**src/cxr_pkg.sv**
```systemverilog
// Constants for the crossbar peripheral routing enables block.
// Assumes an 8-bit special-function-register bus with byte addresses.
package cxr_pkg;

	// Register byte addresses on the special-function-register bus.
	localparam logic [7:0] CXR_ROUTE_A_ADDR = 8'hE1;
	localparam logic [7:0] CXR_ROUTE_B_ADDR = 8'hE2;

	// Values after reset, and the read data for unmapped addresses.
	localparam logic [7:0] CXR_ROUTE_A_RESET = 8'h00;
	localparam logic [7:0] CXR_ROUTE_B_RESET = 8'h00;
	localparam logic [7:0] CXR_RDATA_RESET = 8'h00;
	localparam logic [7:0] CXR_UNMAPPED_DATA = 8'h00;

	// Field positions of the first routing register.
	localparam int CXR_A_CMP1_ASYNC = 7;
	localparam int CXR_A_CMP1_SYNC = 6;
	localparam int CXR_A_CMP0_ASYNC = 5;
	localparam int CXR_A_CMP0_SYNC = 4;
	localparam int CXR_A_TWOWIRE = 3;
	localparam int CXR_A_SERIAL_PERIPH = 2;
	localparam int CXR_A_FIELDBUS = 1;
	localparam int CXR_A_ASYNC_SERIAL = 0;

	// Field positions of the second routing register.
	localparam int CXR_B_TIMER1 = 7;
	localparam int CXR_B_TIMER0 = 6;
	localparam int CXR_B_EXT_CLOCK = 5;
	localparam int CXR_B_CHAN_HI = 4;
	localparam int CXR_B_CHAN_LO = 2;
	localparam int CXR_B_SYSCLOCK = 1;
	localparam int CXR_B_SPARE = 0;

	// Counter-array channel field.
	localparam int CXR_CHAN_W = 3;
	localparam int CXR_CHANNELS = 6;
	localparam logic [2:0] CXR_CHAN_NONE = 3'h0;
	localparam logic [2:0] CXR_CHAN_ALL = 3'h6;
	localparam logic [2:0] CXR_CHAN_RESERVED = 3'h7;

	// Slave-select mode code for 3-wire operation, where no select pin is used.
	localparam logic [1:0] CXR_SELECT_3WIRE = 2'h0;

endpackage

```
**src/cxr_routing.sv**
```systemverilog
// Crossbar peripheral routing enables: two routing registers and the
// per-function pin-route enables that they produce.
// Assumes a synchronous special-function-register bus and that the global
// crossbar enable, the slave-select mode and the skip logic live elsewhere.
//
// Function
// - Bit A7 routes comparator 1 asynchronous output.
// - Bit A6 routes comparator 1 synchronous output.
// - Bit A5 routes comparator 0 asynchronous output.
// - Bit A4 routes comparator 0 synchronous output.
// - Bit A3 routes both two-wire bus signals.
// - Bit A2 routes serial peripheral, three or four pins.
// - Bit A1 routes fieldbus pair to P0.6/P0.7.
// - Bit A0 routes async serial to P0.4/P0.5.
// - Bit B7 routes timer 1 input.
// - Bit B6 routes timer 0 input.
// - Bit B5 routes counter external clock input.
// - Field B4:2 routes that many channels upward; code 7 routes none.
// - Bit B1 drives system clock out.
// - Nothing routed until global crossbar enable set.
// - Paired peripherals get both signals together.
// - Select pin routed only in 4-wire mode.
`timescale 1ns/1ps

module cxr_routing import cxr_pkg::*; (
	input wire logic sys_clk,
	input wire logic rst,
	input wire logic [7:0] sfr_addr,
	input wire logic sfr_wr,
	input wire logic sfr_rd,
	input wire logic [7:0] sfr_wdata,
	output logic [7:0] sfr_rdata,
	input wire logic crossbar_global_on,
	input wire logic [1:0] slave_select_mode,
	output logic pins_port_input_only,
	output logic cmp1_async_out_route,
	output logic cmp1_sync_out_route,
	output logic cmp0_async_out_route,
	output logic cmp0_sync_out_route,
	output logic twowire_data_route,
	output logic twowire_clock_route,
	output logic serial_periph_route,
	output logic serial_select_route,
	output logic fieldbus_tx_route,
	output logic fieldbus_rx_route,
	output logic async_serial_tx_route,
	output logic async_serial_rx_route,
	output logic timer1_input_route,
	output logic timer0_input_route,
	output logic counter_ext_clock_route,
	output logic [CXR_CHANNELS-1:0] counter_channel_pin_n_route,
	output logic sysclock_out_route
);

	typedef struct packed {
		logic [7:0] route_a;
		logic [7:0] route_b;
		logic [7:0] rdata;
		logic port_only;
		logic cmp1_async;
		logic cmp1_sync;
		logic cmp0_async;
		logic cmp0_sync;
		logic tw_data;
		logic tw_clock;
		logic sp_route;
		logic sp_select;
		logic fb_tx;
		logic fb_rx;
		logic as_tx;
		logic as_rx;
		logic tmr1;
		logic tmr0;
		logic ext_clock;
		logic [CXR_CHANNELS-1:0] chan;
		logic sysclock;
	} cxr_state_t;

	cxr_state_t st;
	cxr_state_t next_st;
	logic [CXR_CHANNELS-1:0] next_chan_mask;
	logic [CXR_CHAN_W-1:0] next_chan_count;

	// A routing enable only reaches the pins while the crossbar is on.
	function automatic logic gate(input logic enable_bit, input logic global_on);
		return enable_bit & global_on;
	endfunction

	// The count is taken from the bus and the stored register rather than from
	// next_st, so the decoder does not close a loop through the state process.
	assign next_chan_count = (sfr_wr && sfr_addr == CXR_ROUTE_B_ADDR)
		? sfr_wdata[CXR_B_CHAN_HI:CXR_B_CHAN_LO] : st.route_b[CXR_B_CHAN_HI:CXR_B_CHAN_LO];

	cxr_channel_decode cxr_channel_decode_inst (
		.count(next_chan_count),
		.mask(next_chan_mask)
	);

	always_comb begin
		next_st = st;
		if (sfr_wr && sfr_addr == CXR_ROUTE_A_ADDR) begin
			next_st.route_a = sfr_wdata;
		end
		// The spare bit is stored as written; it steers nothing.
		if (sfr_wr && sfr_addr == CXR_ROUTE_B_ADDR) begin
			next_st.route_b = sfr_wdata;
		end
		if (sfr_rd) begin
			case (sfr_addr)
				CXR_ROUTE_A_ADDR: next_st.rdata = st.route_a;
				CXR_ROUTE_B_ADDR: next_st.rdata = st.route_b;
				default: next_st.rdata = CXR_UNMAPPED_DATA;
			endcase
		end
		// Outputs follow the register value written in the same cycle, so the
		// route changes on the very edge that takes the write.
		next_st.port_only = ~crossbar_global_on;
		next_st.cmp1_async = gate(next_st.route_a[CXR_A_CMP1_ASYNC], crossbar_global_on);
		next_st.cmp1_sync = gate(next_st.route_a[CXR_A_CMP1_SYNC], crossbar_global_on);
		next_st.cmp0_async = gate(next_st.route_a[CXR_A_CMP0_ASYNC], crossbar_global_on);
		next_st.cmp0_sync = gate(next_st.route_a[CXR_A_CMP0_SYNC], crossbar_global_on);
		next_st.tw_data = gate(next_st.route_a[CXR_A_TWOWIRE], crossbar_global_on);
		next_st.tw_clock = gate(next_st.route_a[CXR_A_TWOWIRE], crossbar_global_on);
		next_st.sp_route = gate(next_st.route_a[CXR_A_SERIAL_PERIPH], crossbar_global_on);
		next_st.sp_select = gate(next_st.route_a[CXR_A_SERIAL_PERIPH], crossbar_global_on)
			& (slave_select_mode != CXR_SELECT_3WIRE);
		next_st.fb_tx = gate(next_st.route_a[CXR_A_FIELDBUS], crossbar_global_on);
		next_st.fb_rx = gate(next_st.route_a[CXR_A_FIELDBUS], crossbar_global_on);
		next_st.as_tx = gate(next_st.route_a[CXR_A_ASYNC_SERIAL], crossbar_global_on);
		next_st.as_rx = gate(next_st.route_a[CXR_A_ASYNC_SERIAL], crossbar_global_on);
		next_st.tmr1 = gate(next_st.route_b[CXR_B_TIMER1], crossbar_global_on);
		next_st.tmr0 = gate(next_st.route_b[CXR_B_TIMER0], crossbar_global_on);
		next_st.ext_clock = gate(next_st.route_b[CXR_B_EXT_CLOCK], crossbar_global_on);
		next_st.chan = crossbar_global_on ? next_chan_mask : '0;
		next_st.sysclock = gate(next_st.route_b[CXR_B_SYSCLOCK], crossbar_global_on);
	end

	always_ff @(posedge sys_clk) begin
		if (rst) begin
			st <= '0;
			st.route_a <= CXR_ROUTE_A_RESET;
			st.route_b <= CXR_ROUTE_B_RESET;
			st.rdata <= CXR_RDATA_RESET;
			st.port_only <= 1'b1;
		end else begin
			st <= next_st;
		end
	end

	assign sfr_rdata = st.rdata;
	assign pins_port_input_only = st.port_only;
	assign cmp1_async_out_route = st.cmp1_async;
	assign cmp1_sync_out_route = st.cmp1_sync;
	assign cmp0_async_out_route = st.cmp0_async;
	assign cmp0_sync_out_route = st.cmp0_sync;
	assign twowire_data_route = st.tw_data;
	assign twowire_clock_route = st.tw_clock;
	assign serial_periph_route = st.sp_route;
	assign serial_select_route = st.sp_select;
	assign fieldbus_tx_route = st.fb_tx;
	assign fieldbus_rx_route = st.fb_rx;
	assign async_serial_tx_route = st.as_tx;
	assign async_serial_rx_route = st.as_rx;
	assign timer1_input_route = st.tmr1;
	assign timer0_input_route = st.tmr0;
	assign counter_ext_clock_route = st.ext_clock;
	assign counter_channel_pin_n_route = st.chan;
	assign sysclock_out_route = st.sysclock;
endmodule // cxr_routing

```
**src/cxr_channel_decode.sv**
```systemverilog
// Turns the counter-array channel count into a per-channel route mask.
// Assumes the count is a settled combinational value from the caller.
`timescale 1ns/1ps

module cxr_channel_decode import cxr_pkg::*; (
	input wire logic [CXR_CHAN_W-1:0] count,
	output logic [CXR_CHANNELS-1:0] mask
);

	always_comb begin
		mask = '0;
		// The reserved code routes nothing, so a bad write cannot grab extra pins.
		if (count != CXR_CHAN_RESERVED) begin
			for (int i = 0; i < CXR_CHANNELS; i++) begin
				mask[i] = (3'(i) < count);
			end
		end
	end

endmodule // cxr_channel_decode

```
**config.mk**
```make
export PLATFORM = sky130hd
export DESIGN_NAME = cxr_routing
export DESIGN_NICKNAME = d
export VERILOG_FILES = /design/src/cxr_pkg.sv /design/src/cxr_routing.sv /design/src/cxr_channel_decode.sv
export SDC_FILE = /design/constraint.sdc
export NUM_CORES = 1
export LEC_CHECK = 0
export CAP_MARGIN = 40
export CORE_UTILIZATION = 60
export DETAILED_ROUTE_END_ITERATION = 6
export DONT_BUFFER_PORTS = 1
export GPL_TIMING_DRIVEN = 0
export HOLD_SLACK_MARGIN = 0.05
export PLACE_DENSITY = 0.74
export SLEW_MARGIN = 20
export SYNTH_ARGS = -nofsm -noshare
export SYNTH_HDL_FRONTEND = slang
export SYNTH_SLANG_ARGS = --single-unit
```
**constraint.sdc**
```tcl
create_clock -name sys_clk -period 1.8 [get_ports sys_clk]
set_input_delay 0.36 -clock sys_clk [delete_from_list [all_inputs] [get_ports sys_clk]]
set_output_delay 0.36 -clock sys_clk [all_outputs]
set_load 0.005 [all_outputs]
```
# Word-level counts from Yosys, hierarchy flattened

Index checks and enable logic that the tools add are counted.

Memories kept: 0
Latch bits: 0
Bits of input ports: 23
Flip-flop bits (word level): 44
Logic and storage cells: 51
Memory bits (read-only): 0
Bits in writable memories: 0
Output and inout bits: 31

Multiplexer cells: 4
Eq/ne operators: 3
Reduce and logical (&&, ||, !) cells: 4
$mul: 0
Shifts and indexed selects: 0
Order comparisons: 6
Bitwise gates (word level): 15
$add $sub $neg: 0
Divide/modulo/power cells: 0

Operators with widths:

| cell                                                                        | count |
|---|---|
| 8-bit equality test, second input constant                                  | 2 |
| 8-bit 2-to-1 mux                                                            | 2 |
| 8-bit case mux with 2 select lines                                          | 1 |
| 1-bit bitwise AND                                                           | 13 |
| 1-bit by 3-bit less-than comparator with 1-bit output, first input constant | 2 |
| 2-bit by 3-bit less-than comparator with 1-bit output, first input constant | 2 |
| 3-bit less-than comparator, first input constant                            | 2 |
| 3-bit 2-to-1 mux                                                            | 1 |
| 3-bit != test, second input constant                                        | 1 |
| 3-bit OR reduction                                                          | 1 |
| 1-bit logical AND                                                           | 2 |
| 1-bit NOT                                                                   | 2 |
| 2-bit nonzero test                                                          | 1 |

# Longest topological paths before layout

Word-level depth: 6
Depth in mapped cells: 7
Gate-level depth less buffers: 4

# By module

From an unflattened synthesis, not the netlist that was laid out.

Cell total of the unflattened synthesis: 200
Area total of the unflattened synthesis: 1956.9 um^2

Modules (own cells, without submodules):

| module             | instances | area an instance (um^2) | cells each | seq. area each (um^2) |
|---|---|---|---|---|
| cxr_routing        | 1         | 1889.3                  | 189        | 880.8 |
| cxr_channel_decode | 1         | 67.6                    | 11         | 0.0 |

# Worst setup path before layout

No wires, ideal clock.

Kind: input to register
Start point: input sfr_addr[4]
End point: register st (netlist bit timer0_input_route)
Path slack: 0.322 ns
Data required time: 1.670 ns
Cell stages on the path: 6
Path buffers: 2
Library setup time: 0.130 ns
Arrival: 1.348 ns
Cell sequence: and4b_1 -> and4_1 -> buf_6 -> buf_8 -> mux2i_1 -> nor2_1

Cells in the longest elaborated chain, start to end: 4

Ends and longest elaborated chain:

| element              | RTL line           | text |
|---|---|---|
| start, declared      | cxr_routing.sv:28  | `input wire logic [7:0] sfr_addr,` |
| 8-bit equality test  | cxr_routing.sv:105 | `if (sfr_wr && sfr_addr == CXR_ROUTE_B_ADDR) begin` |
| 1-bit logical AND    | cxr_routing.sv:105 |  |
| 8-bit 2-to-1 mux     | cxr_routing.sv:105 |  |
| 1-bit bitwise AND    | cxr_routing.sv:86  | `return enable_bit & global_on;` |
| end signal, assigned | cxr_routing.sv:146 | `st <= next_st;` |
| end, declared        | cxr_routing.sv:79  | `cxr_state_t st;` |

Every way passes these cells.
A chain may end at the register's enable or synchronous reset.

# Worst setup path in the final report

Start point: input sfr_addr[1]
End point: register st (netlist bit counter_channel_pin_n_route[4])

Cells in the longest elaborated chain, start to end: 6
Elaborated cells between the ends (all ways): 7
Classes of those cells: 1 x order compare; 2 x eq/ne; 1 x mux; 1 x bitwise; 2 x reduce/logical

Ends and longest elaborated chain:

| element                             | RTL line                 | text |
|---|---|---|
| 8-bit equality test (*)             | cxr_routing.sv:91        | `assign next_chan_count = (sfr_wr && sfr_addr == CXR_ROUTE_B_ADDR)` |
| 1-bit logical AND (*)               | cxr_routing.sv:91        |  |
| 3-bit 2-to-1 mux (*)                | cxr_routing.sv:92        | `? sfr_wdata[CXR_B_CHAN_HI:CXR_B_CHAN_LO] : st.route_b[CXR_B_CHAN_HI:CXR_B_CHAN_LO];` |
| 3-bit != test                       | cxr_channel_decode.sv:13 | `if (count != CXR_CHAN_RESERVED) begin` |
| 1-bit NOT (no source line)          | --                       |  |
| 3-bit OR reduction (no source line) | --                       |  |

Mark *: on every way between the ends. The rest lies on a longest branch, timed or not.

==> run_results.csv <==
group,metric,value,unit
clock_tree,cts_buffers,5,
floorplan,die_area,3270,um^2
sta,final.period_utilization,71.8,%
grt,grt_overflow,0,
drt,vias_per_cell,5.57,
outcome,failed_checks,"design-rule violations",
clock_tree,htreeDepth,2,
drt,antenna_left,0,
drt,first_pass_iters,6,
cells_and_area,mostFrequentLayoutCells,"44 x dfxtp_1, 29 x nor2_1, 19 x buf_4",
setup_path,r2r_cells,4,
sta,setup_tns,0,ns
sta,max_freq,774,MHz
drt,finalWirelength,3490,um
grt,met1_usage,30.4,%
placement,hpwlAfterDp,2510,um
setup_path,max_stage_delay,0.30,ns
pwr,pwr-share-clk,38.5,%
clock_tree,cts_sinks,44,
sta,final_max_slew_viol_count,0,
grt,grt_pass1_wl,5680,um
logic_synthesis,ys_seq_elements,44,
setup_path,path_cells,"nor2b_1, buf_4, nand4_2, mux2i_1, a2111oi_2",
logic_synthesis,yosysSeqAreaShare,48.3,%
logic_synthesis,yosysWarnings,0,
clock_tree,clk_latency,0.34,ns
setup_path,regToRegEndpoint,"counter_channel_pin_n_route[4]",
grt,grt_max_degree,15,
clock_tree,cts_resized,0,
sta,hold_ws,0.146,ns
pwr,comb_power_share,3.5,%
floorplan,ios,54,
cells_and_area,final_layout_size_suffix_gt1_share,18.1,%
setup_path,worstPathArrival,1.54,ns
grt,grtUsageMet3,5.44,%
placement,dp_cells,222,
placement,portBuffers,0,
clock_tree,cts_hold_buf,0,
clock_tree,postCtsSetupRepairBufs,0,
cells_and_area,final_util,69.1,%
cells_and_area,finalNetCount,221,
sta,slew_headroom,60.5,%
drt,drtIter0Drc,48,
logic_synthesis,syn_nets,214,
grt,use_met2,36.1,%
cells_and_area,largest_reg_flops,16,
cells_and_area,area_growth,7.06,%
sta,rsz0062_at_grt,"false",
drt,route.detailed.drc,3,
grt,grt_usage,22.7,%
clock_tree,cts_tree,"done",
setup_path,crit_end,"counter_channel_pin_n_route[4]",
setup_path,cp_num_cells,5,
cells_and_area,antenna_cells,0,
setup_path,required,2.05,ns
sta,fin_crit,1.29,ns
sta,worst_slew_pin_slew,0.592,ns
floorplan,die_height,57.2,um
pwr,power_density,862,nW/um^2
floorplan,core.rowCount,19,
setup_path,cp_max_fo,10,
setup_path,start_kind,"input pin",
logic_synthesis,avgSynthCellArea,9.56,um^2
floorplan,start_util,64.5,%
outcome,status,"finished with violations",
setup_path,crit_type,"input pin to flop",
clock_tree,clk_path_buf_depth,2,
sta,setup-violations-final,0,
clock_tree,root_buffer,"clkbuf_4",
setup_path,rrSetupSlack,0.54,ns
pwr,p_seq_share,58.0,%
cells_and_area,regMostFlops,"st",
clock_tree,clk_pin_slew,0.13,ns
pwr,p_leak,0.000749,uW
setup_path,r2r_start,"st[34]",
cells_and_area,final_cell_count_no_fill,230,
setup_path,worst-path-buf-inv,1,
placement,finalWeightedCongestion,0.814,
pwr,switchingPower,356,uW
setup_path,critical_path.top_delay_family,"simple AND/OR/NAND/NOR gates",
pwr,p_int,1330,uW
logic_synthesis,syn_inst,191,
run,maxCapViolCount,0,
hold_path,worstHoldPathType,"input pin to flop",
grt,antenna_found_initial,0,
sta,skew,0.00526,ns
pwr,ir_worst_vdd,0.751,mV
setup_path,endpoint_kind,"flop",
grt,first_global_vias,1238,
setup_path,slowest_stage,"a2111oi_2",
logic_synthesis,syn_area,1830,um^2
logic_synthesis,synth_cell_type_count,28,
floorplan,die_w,57.2,um
pwr,p_sw_share,21.2,%
floorplan,coreArea,2830,um^2
sta,hold_viol_final,0,
setup_path,cp-startpoint,"sfr_addr[1]",
cells_and_area,final_common_cell,"dfxtp_1",
drt,wire_per_inst,15.2,um
drt,vias,1282,
grt,top_usage_layer,"met2",
## cell usage after synthesis
cell type	instances	area share, %
nor3_2	1	0.55
nand3_1	14	3.8
nand3b_1	1	0.41
clkbuf_1	8	1.6
nand4_2	1	0.69
o211ai_1	2	0.82
a211oi_1	1	0.41
a211oi_2	1	0.69
nor2b_1	2	0.69
buf_8	1	0.82
xor2_1	2	0.96
and4b_1	1	0.55
nand2b_1	9	3.1
a2111oi_2	1	0.82
and2_1	1	0.34
and4_1	2	0.96
or3_1	2	0.69
xnor2_1	2	0.96
dfxtp_1	44	48
nor2_1	29	6.0
buf_2	1	0.27
a22o_1	8	3.8
a21oi_1	14	3.8
buf_4	19	7.8
buf_6	2	1.2
nand3b_4	1	1.1
nand2_1	8	1.6
mux2i_1	13	7.1
## logic make-up (layout without fill, tap and decap cells)
family	Yosys count	count (layout)	share of synthesized area, %
buffers and inverters	31	39	11.8
xor gates and xnor gates	4	4	1.92
muxes	13	13	7.13
DFF	44	44	48.3
and+or+nand+nor	72	72	20.5
AOI/OAI and AO/OA	27	27	10.4
## through the flow
stage	area [um^2]	setup WS (ns)	total power, uW
2_1_floorplan	1830	0.322	1040
3_5_place_dp	1860	0.145	1060
3_3_place_gp	1860	0.198	1050
6_report	1950	0.507	1680
5_1_grt	1950	0.397	1740
4_1_cts	1950	0.505	1690
## routing by layer
layer	up-vias	share of wire [%]
li1	641	-
met1	591	46
met2	43	47
met3	7	5.3
met4	0	1.1
met5	-	0
## worst min path at each step
stage                      start  endpoint  slack [ns]  depth (start not counted)
floorplan                 st[31]    st[31]        0.43                          2
global placement          st[31]    st[31]        0.44                          2
detailed placement        st[31]    st[31]        0.46                          2
CTS                 sfr_wdata[0]    st[31]        0.14                          2
global route        sfr_wdata[2]    st[33]        0.13                          2
finish              sfr_wdata[0]    st[31]        0.15                          2
## power groups by stage
stage               registers, uW  clock network, uW  logic (uW)
global placement              998                  0        56.5
CTS                           977                657        59.5
global route                  977                697        64.6
detailed placement            998                  0        59.4
floorplan                     998                  0        45.6
finish                        977                649        59.5
## final cells by class
cell class	count	area (um^2)
Sequential cell	44	881
Fill cell	236	875
Multi-Input combinational cell	116	729
Buffer	31	215
Clock buffer	6	51.3
Clock inverter	2	38.8
Tap cell	31	38.8
Power figures use the tool's default switching activity.
